File: src/design/erl_pkg.sv
// constants, carriers and enumerations of the error result logger
// assumes one 50 MHz clock shared with the measurement core that drives it
//
// Notes on behaviour
// during gating, log on errored second or on second ratio above threshold
// trigger selections are frozen while logging is enabled
// threshold and ratio triggers accept only 1.0 down to 1.0E-20
// each gating trigger logs last second's count and ratio with time stamp
// end content: full mode logs full results, user mode the user list
// user mode logs the list of the screen layout in use
// end logging fires always, on nonzero count, or ratio above threshold
// snapshot logs current results whatever gating and logging state
// snapshot prepends header unless logging and gating both on
// enabled alarms log cause, occurrence and recovery with times
// power fail and restore always logged with time stamps
// pending results are lost on power failure
// squelch after ten consecutive trigger seconds, logging a start message
// only gating triggers count toward squelch; end logging still output
// squelch state persists across end of measurement
// squelch ends after a trigger free second, logging message and results
// squelch never touches snapshot output
// full buffer discards results and logs an overflow message once
// storing resumes silently once space frees up
// switching logging on flushes the pending buffer
// switching logging off stops storing but keeps buffered results
// printer sits at fixed bus address 1
// errored second is a gated second with nonzero error count
// header logged once at gating start when logging on, before entries
package erl_pkg;

    // ***************************************************************
    // sizes and timing
    // ***************************************************************
    localparam int DEPTH = 16;
    localparam int PTR_W = 4;
    localparam logic [PTR_W:0] CNT_FULL = 5'h10;
    localparam logic [PTR_W:0] CNT_LAST = 5'h0f;
    localparam logic [3:0] SQUELCH_SECONDS = 4'ha;
    localparam logic [4:0] PRINTER_BUS_ADDR = 5'h01;
    // ratio code is -100*log10(ratio): 0 is 1.0, 2000 is 1.0E-20
    localparam int RATIO_W = 12;
    localparam logic [RATIO_W-1:0] RATIO_MAX_CODE = 12'h7d0;
    localparam int STAMP_W = 40;

    // ***************************************************************
    // register map
    // ***************************************************************
    localparam int ADDR_W = 8;
    localparam logic [ADDR_W-1:0] ADDR_CTRL = 8'h00;
    localparam logic [ADDR_W-1:0] ADDR_THRESH = 8'h04;
    localparam logic [ADDR_W-1:0] ADDR_STATUS = 8'h08;
    localparam logic [ADDR_W-1:0] ADDR_DROPS = 8'h0c;
    localparam int CTRL_W = 8;

    typedef enum logic [1:0] {
        END_ALWAYS = 2'h0,
        END_NONZERO = 2'h1,
        END_RATIO = 2'h2
    } erl_end_trig_t;

    // control register layout, bit 0 upward from the bottom field
    typedef struct packed {
        logic bus_controller_enable;
        logic alarm_log_enable;
        logic squelch_enable;
        logic end_content_select;
        erl_end_trig_t end_trig;
        logic ratio_trigger_select;
        logic logging_enable;
    } erl_cfg_t;

    typedef enum logic [3:0] {
        K_HEADER = 4'h0,
        K_SECOND = 4'h1,
        K_END_FULL = 4'h2,
        K_END_USER_FULL = 4'h3,
        K_END_USER_HALF = 4'h4,
        K_SNAP_HEADER = 4'h5,
        K_SNAP = 4'h6,
        K_ALARM_ON = 4'h7,
        K_ALARM_OFF = 4'h8,
        K_PWR_FAIL = 4'h9,
        K_PWR_OK = 4'ha,
        K_SQ_START = 4'hb,
        K_SQ_END = 4'hc,
        K_OVERFLOW = 4'hd
    } erl_kind_t;

    // ***************************************************************
    // carriers
    // ***************************************************************
    typedef struct packed {
        logic [31:0] count;
        logic [RATIO_W-1:0] ratio;
    } erl_meas_t;

    typedef struct packed {
        erl_kind_t kind;
        logic [STAMP_W-1:0] stamp;
        erl_meas_t meas;
        logic [7:0] aux;
    } erl_entry_t;

    typedef struct packed {
        logic psel;
        logic penable;
        logic pwrite;
        logic [ADDR_W-1:0] paddr;
        logic [31:0] pwdata;
    } erl_apb_req_t;

    typedef struct packed {
        logic [31:0] prdata;
        logic pready;
        logic pslverr;
    } erl_apb_rsp_t;

    // request slots, lower index is logged first
    localparam int NREQ = 15;
    localparam logic [3:0] RQ_HEADER = 4'h0;
    localparam logic [3:0] RQ_SECOND = 4'h1;
    localparam logic [3:0] RQ_SQ_START = 4'h2;
    localparam logic [3:0] RQ_SQ_END = 4'h3;
    localparam logic [3:0] RQ_END = 4'h4;
    localparam logic [3:0] RQ_SNAP_HDR = 4'h5;
    localparam logic [3:0] RQ_SNAP = 4'h6;
    localparam logic [3:0] RQ_PWR_FAIL = 4'h7;
    localparam logic [3:0] RQ_PWR_OK = 4'h8;
    localparam logic [3:0] RQ_ALM_ON = 4'h9;
    localparam logic [3:0] RQ_ALM_OFF = 4'hc;
    localparam int NALARM = 3;

endpackage

File: src/design/erl_logger.sv
// error result logger: turns measurement events into time-stamped log entries
// assumes event inputs come from logic on the same clock, so none is synchronised
`timescale 1ns/1ps
module erl_logger (
    input logic clk,
    input logic nrst,
    input erl_pkg::erl_apb_req_t apb_req,
    output erl_pkg::erl_apb_rsp_t apb_rsp,
    input logic [erl_pkg::STAMP_W-1:0] time_of_day,
    input logic gating,
    input logic sec_tick,
    input erl_pkg::erl_meas_t sec_meas,
    input logic gate_end,
    input erl_pkg::erl_meas_t end_meas,
    input logic snapshot_request,
    input erl_pkg::erl_meas_t live_meas,
    input logic user_layout_half,
    input logic [erl_pkg::NALARM-1:0] alarm_active,
    input logic power_fail,
    input logic power_restore,
    output logic entry_valid,
    input logic entry_ready,
    output erl_pkg::erl_entry_t entry,
    output logic [4:0] printer_bus_addr,
    output logic bus_controller_enable
);
    import erl_pkg::*;

    // ***************************************************************
    // state
    // ***************************************************************
    typedef struct packed {
        erl_cfg_t cfg;
        logic [RATIO_W-1:0] thresh;
        erl_entry_t [DEPTH-1:0] mem;
        logic [PTR_W-1:0] wr;
        logic [PTR_W-1:0] rd;
        logic [PTR_W:0] cnt;
        logic ovf_sent;
        logic [31:0] drops;
        logic [NREQ-1:0] req;
        logic [3:0] consec;
        logic squelched;
        logic gating_q;
        logic [NALARM-1:0] alarm_q;
        erl_meas_t sec_m;
        erl_meas_t end_m;
        erl_meas_t snap_m;
        logic [31:0] prdata;
        logic pslverr;
    } erl_state_t;

    erl_state_t s_q;
    erl_state_t s_d;
    logic [1:0] rst_sync_q;
    logic rst_n;

    // ***************************************************************
    // reset release
    // ***************************************************************
    always_ff @(posedge clk or negedge nrst) begin
        if (!nrst) begin
            rst_sync_q <= 2'h0;
        end else begin
            rst_sync_q <= {rst_sync_q[0], 1'b1};
        end
    end
    assign rst_n = rst_sync_q[1];

    // ***************************************************************
    // next state
    // ***************************************************************
    erl_cfg_t wcfg;
    erl_entry_t e;
    logic [NREQ-1:0] new_req;
    logic [NREQ-1:0] grant;
    logic [3:0] gidx;
    logic any_req;
    logic flush;
    logic pop;
    logic push;
    logic sec_trig;
    logic end_hit;
    logic log_on;
    logic [NALARM-1:0] alm_rise;
    logic [NALARM-1:0] alm_fall;
    logic [3:0] cause;

    always_comb begin
        s_d = s_q;
        wcfg = s_q.cfg;
        new_req = '0;
        grant = '0;
        gidx = 4'h0;
        flush = 1'b0;
        push = 1'b0;
        cause = 4'h0;
        // off stops new header, second, squelch and end entries
        log_on = s_q.cfg.logging_enable;
        pop = (s_q.cnt != '0) && entry_ready;

        // ---- register bus ----
        if (apb_req.psel && !apb_req.penable) begin
            s_d.pslverr = 1'b0;
            s_d.prdata = '0;
            unique case (apb_req.paddr)
                ADDR_CTRL: s_d.prdata = 32'(s_q.cfg);
                ADDR_THRESH: s_d.prdata = 32'(s_q.thresh);
                ADDR_STATUS: s_d.prdata = 32'({s_q.gating_q, s_q.squelched,
                                               s_q.ovf_sent, s_q.cnt});
                ADDR_DROPS: s_d.prdata = s_q.drops;
                default: s_d.pslverr = 1'b1;
            endcase
        end
        if (apb_req.psel && apb_req.penable && apb_req.pwrite) begin
            if (apb_req.paddr == ADDR_CTRL) begin
                wcfg = erl_cfg_t'(apb_req.pwdata[CTRL_W-1:0]);
                // triggers frozen
                if (s_q.cfg.logging_enable) begin
                    wcfg.ratio_trigger_select = s_q.cfg.ratio_trigger_select;
                    wcfg.end_trig = s_q.cfg.end_trig;
                end
                // unused end trigger code is refused, old choice kept
                if (!(wcfg.end_trig inside {END_ALWAYS, END_NONZERO, END_RATIO})) begin
                    wcfg.end_trig = s_q.cfg.end_trig;
                end
                // flush on enable
                if (wcfg.logging_enable && !s_q.cfg.logging_enable) begin
                    flush = 1'b1;
                end
                s_d.cfg = wcfg;
            end
            // threshold range check
            if (apb_req.paddr == ADDR_THRESH && apb_req.pwdata[31:RATIO_W] == '0
                && apb_req.pwdata[RATIO_W-1:0] <= RATIO_MAX_CODE) begin
                s_d.thresh = apb_req.pwdata[RATIO_W-1:0];
            end
        end

        // ---- gating start ----
        s_d.gating_q = gating;
        // header once at start
        if (gating && !s_q.gating_q && log_on) begin
            new_req[RQ_HEADER] = 1'b1;
        end

        // ---- per-second triggers and squelch ----
        // one trigger selected
        sec_trig = s_q.cfg.ratio_trigger_select ? (sec_meas.ratio < s_q.thresh)
                                                : (sec_meas.count != '0);
        // only gated seconds counted
        if (sec_tick && gating) begin
            s_d.sec_m = sec_meas;
            if (sec_trig) begin
                if (s_q.consec != SQUELCH_SECONDS) begin
                    s_d.consec = s_q.consec + 4'h1;
                end
                // second entry
                if (!s_q.squelched && log_on) begin
                    new_req[RQ_SECOND] = 1'b1;
                end
                // squelch start
                if (s_q.cfg.squelch_enable && !s_q.squelched
                    && s_q.consec + 4'h1 == SQUELCH_SECONDS) begin
                    s_d.squelched = 1'b1;
                    new_req[RQ_SQ_START] = log_on;
                end
            end else begin
                s_d.consec = 4'h0;
                // squelch end message
                if (s_q.squelched) begin
                    s_d.squelched = 1'b0;
                    new_req[RQ_SQ_END] = log_on;
                end
            end
        end
        // squelch survives periods
        // nothing clears it when gating stops

        // ---- end of measurement ----
        // end trigger choice
        unique case (s_q.cfg.end_trig)
            END_NONZERO: end_hit = end_meas.count != '0;
            END_RATIO: end_hit = end_meas.ratio < s_q.thresh;
            default: end_hit = 1'b1;
        endcase
        // end logging ignores squelch
        if (gate_end) begin
            s_d.end_m = end_meas;
            new_req[RQ_END] = end_hit && log_on;
        end

        // ---- snapshot ----
        // snapshot always taken
        if (snapshot_request) begin
            s_d.snap_m = live_meas;
            new_req[RQ_SNAP] = 1'b1;
            // header unless both on
            new_req[RQ_SNAP_HDR] = !(log_on && gating);
        end

        // ---- alarms ----
        s_d.alarm_q = alarm_active;
        alm_rise = alarm_active & ~s_q.alarm_q;
        alm_fall = ~alarm_active & s_q.alarm_q;
        // occurrence and recovery
        if (s_q.cfg.alarm_log_enable) begin
            new_req[RQ_ALM_ON +: NALARM] = alm_rise;
            new_req[RQ_ALM_OFF +: NALARM] = alm_fall;
        end
        // power always logged
        new_req[RQ_PWR_FAIL] = power_fail;
        new_req[RQ_PWR_OK] = power_restore;

        // ---- pick one request per cycle ----
        any_req = |s_q.req;
        for (int i = NREQ - 1; i >= 0; i--) begin
            if (s_q.req[i]) begin
                gidx = 4'(i);
            end
        end
        if (any_req) begin
            grant[gidx] = 1'b1;
        end
        // a request raised while its slot is granted survives
        s_d.req = (s_q.req & ~grant) | new_req;

        // ---- build entry ----
        e.kind = K_HEADER;
        e.stamp = time_of_day;
        e.meas = s_q.sec_m;
        e.aux = 8'(s_q.cfg);
        if (gidx >= RQ_ALM_OFF) begin
            cause = gidx - RQ_ALM_OFF;
        end else if (gidx >= RQ_ALM_ON) begin
            cause = gidx - RQ_ALM_ON;
        end
        unique case (gidx)
            RQ_HEADER: e.kind = K_HEADER;
            RQ_SECOND: e.kind = K_SECOND;
            RQ_SQ_START: e.kind = K_SQ_START;
            RQ_SQ_END: e.kind = K_SQ_END;
            RQ_END: begin
                e.meas = s_q.end_m;
                // content and layout
                if (!s_q.cfg.end_content_select) begin
                    e.kind = K_END_FULL;
                end else if (user_layout_half) begin
                    e.kind = K_END_USER_HALF;
                end else begin
                    e.kind = K_END_USER_FULL;
                end
            end
            RQ_SNAP_HDR: e.kind = K_SNAP_HEADER;
            RQ_SNAP: begin
                e.kind = K_SNAP;
                e.meas = s_q.snap_m;
            end
            RQ_PWR_FAIL: e.kind = K_PWR_FAIL;
            RQ_PWR_OK: e.kind = K_PWR_OK;
            default: begin
                e.kind = (gidx >= RQ_ALM_OFF) ? K_ALARM_OFF : K_ALARM_ON;
                e.aux = 8'(1 << cause);
            end
        endcase

        // ---- pending buffer ----
        if (any_req) begin
            if (s_q.cnt < CNT_LAST || (s_q.cnt == CNT_LAST && pop)) begin
                push = 1'b1;
            end else if (s_q.cnt == CNT_LAST && !s_q.ovf_sent) begin
                // last slot holds the overflow note
                e.kind = K_OVERFLOW;
                push = 1'b1;
                s_d.ovf_sent = 1'b1;
                s_d.drops = s_q.drops + 32'h1;
            end else begin
                s_d.drops = s_q.drops + 32'h1;
            end
        end
        // silent recovery
        if (s_q.cnt < CNT_LAST) begin
            s_d.ovf_sent = 1'b0;
        end
        if (push) begin
            s_d.mem[s_q.wr] = e;
            s_d.wr = s_q.wr + 1'b1;
        end
        if (pop) begin
            s_d.rd = s_q.rd + 1'b1;
        end
        s_d.cnt = s_q.cnt + (PTR_W+1)'(push) - (PTR_W+1)'(pop);

        // power loss drops pending work
        if (power_fail) begin
            flush = 1'b1;
            s_d.req = new_req;
        end
        // flush wins over this cycle's push; a granted request is lost with it
        if (flush) begin
            s_d.wr = '0;
            s_d.rd = '0;
            s_d.cnt = '0;
            s_d.ovf_sent = 1'b0;
        end
    end

    // ***************************************************************
    // registers
    // ***************************************************************
    always_ff @(posedge clk or negedge rst_n) begin
        if (!rst_n) begin
            s_q <= '0;
        end else begin
            s_q <= s_d;
        end
    end

    // ***************************************************************
    // outputs
    // ***************************************************************
    assign apb_rsp.prdata = s_q.prdata;
    assign apb_rsp.pslverr = s_q.pslverr;
    // zero wait states: every access completes in its first access cycle
    assign apb_rsp.pready = 1'b1;
    assign entry_valid = s_q.cnt != '0;
    assign entry = s_q.mem[s_q.rd];
    // fixed printer address
    assign printer_bus_addr = PRINTER_BUS_ADDR;
    assign bus_controller_enable = s_q.cfg.bus_controller_enable;

endmodule

File: config.mk
export PLATFORM = sky130hd
export DESIGN_NAME = erl_logger
export DESIGN_NICKNAME = d
export VERILOG_FILES = /design/src/design/erl_pkg.sv /design/src/design/erl_logger.sv
export SDC_FILE = /design/constraint.sdc
export NUM_CORES = 2
export LEC_CHECK = 0
export ABC_CLOCK_PERIOD_IN_PS = 56200
export BUFFER_PORTS_ARGS = -buffer_cell sky130_fd_sc_hd__buf_2
export CORE_MARGIN = 2
export CORE_UTILIZATION = 40
export CTS_CLUSTER_SIZE = 20
export DETAILED_ROUTE_END_ITERATION = 8
export SLEW_MARGIN = 20
export SYNTH_ARGS = -nofsm -noshare
export SYNTH_HDL_FRONTEND = slang
export SYNTH_SLANG_ARGS = --single-unit
File: constraint.sdc
create_clock -name clk -period 56.2 [get_ports clk]
set_input_delay 5.62 -clock clk [delete_from_list [all_inputs] [get_ports clk]]
set_output_delay 5.62 -clock clk [all_outputs]
set_load 0.1 [all_outputs]
## Word-level counts from Yosys, hierarchy flattened

Cells that the tools add are included.

- Bits in registers: 1793
- Bits of input ports: 228
- Output and inout bits: 137
- Word-level logic and storage cells: 275

- Add/sub/neg operators: 8
- Order comparisons: 11
- Eq/ne operators: 22
- Shift operators: 1
- Multiplexer cells: 69
- Bitwise operators: 8
- Reduce and logical (&&, ||, !) cells: 49

Operators by type and width:

| cell | number |
|---|---|
| $bwmux 1536 | 1 |
| $bmux 96 s4 | 1 |
| $demux 96 s4 | 1 |
| $mux 96 | 2 |
| $pmux 32 s4 | 1 |
| $mux 4 | 25 |
| $pmux 44 s2 | 1 |
| $mux 33 | 2 |
| $reduce_bool 32->1 | 2 |
| $pmux 4 s9 | 1 |
| $add 32x1->32 const B | 1 |
| $mux 15 | 2 |
| $lt 12x12->1 | 2 |
| $logic_not 20->1 | 1 |
| $logic_and 1x1->1 | 19 |
| $mux 1 | 19 |
| $eq 4x3->1 const B | 4 |
| $eq 8x4->1 const B | 2 |
| $and 15x15->15 | 1 |
| $lt 4x5->1 const B | 3 |
| $mux 3 | 5 |
| $not 15->15 | 1 |
| $or 15x15->15 | 1 |
| $reduce_or 15->1 | 1 |
| other kinds (41) | 69 |

## Depth between registers and ports, before layout

- Depth in word-level cells: 24
- Mapped depth: 16
- Gate-level depth less buffers: 15

## Worst setup path before layout

OpenSTA, ideal clock, no wires.

- Path type: register to output
- Start point: register s_q[227] (netlist name)
- End point: output port entry[57] (netlist name)
- Data arrival time: 2858 ps
- Required time: 50580 ps
- Path slack: 47722 ps
- Stages on the path, launching flop included: 6
- Buffers on the path: 3
- Path through: dfrtp_1 > clkbuf_1 > buf_1 > buf_1 > mux4_2 > mux4_2

RTL lines:

| what | RTL line | text |
|---|---|---|
| from (decl) | erl_logger.sv:53 | `erl_state_t s_q;` |
| from (signal assigned) | erl_logger.sv:313 | `s_q <= '0;` |
| from (signal assigned) | erl_logger.sv:315 | `s_q <= s_d;` |
| to (decl) | erl_logger.sv:23 | `output erl_pkg::erl_entry_t entry,` |

==> flow_metrics.env <==
export IMPL_p_leak_uw=0.04230
export IMPL_grt_pass1_vias=59170
export IMPL_ir_drop_mv=0.04044
export IMPL_rows=164
export IMPL_via_count=57840
export IMPL_path_class="flop to primary output"
export IMPL_core_um2=199500
export IMPL_vias_per_cell=5.545
export IMPL_io_buffers=358
export IMPL_routed_wl_um=251000
export IMPL_tns_ns=0
export IMPL_dp_slack_ns=45.53
export IMPL_arrival_ns=5.99
export IMPL_antenna_violating_nets_post_route=0
export IMPL_synth_edf_count=0
export IMPL_skew_ns=0.06340
export IMPL_fin_crit_sh_pct=20.65
export IMPL_cp_max_fo=72
export IMPL_layout_drive_gt1_share_pct=19.40
export IMPL_grt_usage_pct=24.61
export IMPL_grt_first_pass_wirelength_um=379600
export IMPL_io_pins=365
export IMPL_syn_mean_instance_area_um2=10.58
export IMPL_grt_overflow=0
export IMPL_hold_buffers=0
export IMPL_maxCapViolCount=0
export IMPL_post_cts_buffers=0
export IMPL_synthSimpleGateAreaFrac_pct=15.44
export IMPL_crit_chain="buf_6 -> buf_4 -> buf_4 -> mux4_2 -> mux4_2 -> buf_2"
export IMPL_slowest_stage="dfrtp_4"
export IMPL_nFillCells=18380
export IMPL_layout_commonest_cell="nand2_1"
export IMPL_synth_mux_area_share_pct=15.67
export IMPL_clk_latency_ns=0.86
export IMPL_dieArea_um2=204000
export IMPL_fmax_ghz=0.08617
export IMPL_synth_compound_area_share_pct=7.897
export IMPL_ff_latch_area_um2=44890
export IMPL_first_pass_iters=6
export IMPL_numCtsBuffers=196
export IMPL_drtIter0Drc=5131
export IMPL_ys_seq_elements=1793
export IMPL_fin_nets=7868
export IMPL_period_minus_slack_ns=11.61
export IMPL_maxSlewHeadroom_pct=19.73
export IMPL_grt_max_degree=174
export IMPL_multi_input_area_um2=32370
export IMPL_clk_path_buf_depth=3
export IMPL_crit_family="buffers and inverters"
export IMPL_power_density_nw_per_um2=49.18
export IMPL_yosys_warnings=0
export IMPL_fp_dieW_um=451.7
export IMPL_syn_to_final_growth_pct=13.01
export IMPL_clkSlewWorstSetupHoldPaths_ns=0.06
export IMPL_root_buffer="clkbuf_16"
export IMPL_worst_path_buf_inv=4
export IMPL_outcome="completed"
export IMPL_globalplace_congestion=0.8498
export IMPL_wl_per_cell_um=24.06
export IMPL_layout_cells_non_filler=10430
export IMPL_syn_cell_area_um2=80170
export IMPL_antenna_found_initial=43
export IMPL_crit_path_max_incr_delay_ns=1.01
export IMPL_endpoint_kind="primary output"
export IMPL_layout_common_cells="nand2_1, dfrtp_1, o21ai_0"
export IMPL_fp_dieH_um=451.7
export IMPL_hold_ws_ns=0.3352
export IMPL_yosysSeqAreaShare_pct=55.97
export IMPL_cts_tree="done"
export IMPL_worst_pin_slew_ns=1.204
export IMPL_synth_ff_type="dfrtp_1"
export IMPL_timing_final_hold_violations=0
export IMPL_grt_setup_unrepaired="false"
export IMPL_utilization_pct=45.42
export IMPL_worstSetupStartpointType="flop"
export IMPL_cts_sinks=1793
export IMPL_synthAdderAreaFrac_pct=0.7741
export IMPL_setup_viol=0
export IMPL_synth_xor_area_share_pct=0.4370
export IMPL_hold_path_class="flop to flop"
export IMPL_setup_slack_ns=44.59
export IMPL_synth_top_family_by_area="multiplexers"
export IMPL_dp_cells=10050
export IMPL_synthCells=7580
export IMPL_async_flop_share_pct=100.0
export IMPL_htreeDepth=4
export IMPL_dpl_hpwl_um=139800
export IMPL_cp_required_ns=50.58
export IMPL_drcViolationCount=0
export IMPL_yosysUniqueCellTypes=66
export IMPL_maxSlewViolCount=0
export IMPL_postCtsResizedCells=0
export IMPL_initial_core_util_pct=40.19
[layer usage]
layer | global-route usage (%) | wire length [um] | part of all wire, % | vias to the layer above
li1 | - | - | - | 25620
met1 | 34.09 | 107800 | 43 | 29660
met2 | 39.17 | 118200 | 47 | 2024
met3 | 3.909 | 15420 | 6.1 | 517
met4 | 9.281 | 9480 | 3.8 | 26
met5 | 0 | 157 | 0.063 | -
[flip-flops by register name (all words and copies together) (netlist names)]
name                   count
apb_rsp                   33
log_on                     1
rst_sync_q                 2
s_q                     1756
bus_controller_enable      1
[cell usage after synthesis, drive strengths merged, types with 8 or more instances]
cell type | instances | area (um^2)
nand4 | 39 | 244.0
nand3 | 62 | 310.3
and3 | 26 | 162.7
mux2 | 149 | 1678
mux4 | 480 | 10810
a221oi | 11 | 96.34
a22o | 52 | 455.4
o21ai | 914 | 4574
nor4 | 28 | 190.2
and2 | 8 | 50.05
a21o | 8 | 60.06
nor2 | 109 | 409.1
a21oi | 124 | 658.1
nand2 | 2849 | 10690
dfrtp | 1793 | 44870
xnor2 | 26 | 227.7
ha | 48 | 600.6
buf | 290 | 1404
xor2 | 14 | 122.6
clkbuf | 397 | 1491
inv | 41 | 153.9
nor3 | 16 | 91.34
[power breakdown]
| group | switching (uW) | total [uW] | internal [uW] |
|---|---|---|---|
| Combinational | 999 | 1440 | 441 |
| Sequential | 138 | 1670 | 1530 |
| Clock | 556 | 1340 | 789 |
[layout make-up]
| type | instances | area share [%] |
|---|---|---|
| clock buffer | 297 | 6.489 |
| antenna | 26 | 0.07182 |
| timing repair buffer | 495 | 3.324 |
| clock inverter | 59 | 0.9930 |
| multi-input combinational | 5063 | 35.73 |
| sequential | 1793 | 49.55 |
| inverter | 42 | 0.1740 |
| tap | 2656 | 3.668 |
[stage by stage]
| stage | total power, uW | area [um^2] |
|---|---|---|
| 2_1_floorplan | 2763 | 80190 |
| 6_report | 4456 | 90590 |
| 4_1_cts | 4486 | 90440 |
| 3_3_place_gp | 3103 | 83660 |
| 3_5_place_dp | 3139 | 83660 |
| 5_1_grt | 4658 | 90570 |
[path summary, 6_finish.rpt]
| check | slack [ns] | start | cells after the start | end |
|---|---|---|---|---|
| setup / recovery | 44.59 | s_q[228] | 6 | entry[7] |
| hold / removal | 0.34 | rst_sync_q[0] | 0 | rst_sync_q[1] |
| setup reg to reg | 51.16 | rst_sync_q[1] | 5 | s_q[1166] |
| hold reg to reg | 0.34 | rst_sync_q[0] | 0 | rst_sync_q[1] |
| max in group asynchronous | 51.16 | rst_sync_q[1] | 5 | s_q[1166] |
| min in group asynchronous | 0.42 | rst_sync_q[1] | 0 | apb_rsp[14] |
[kinds of logic after synthesis]
kind of cell	count (synthesis)
AOI/OAI and AO/OA	1164
xor gates and xnor gates	40
adders and majority gates	49
buffers and inverters	729
DFF	1793
muxes	636
other	2
and+or+nand+nor	3167
Note: power is estimated with default switching activity, not from simulation.
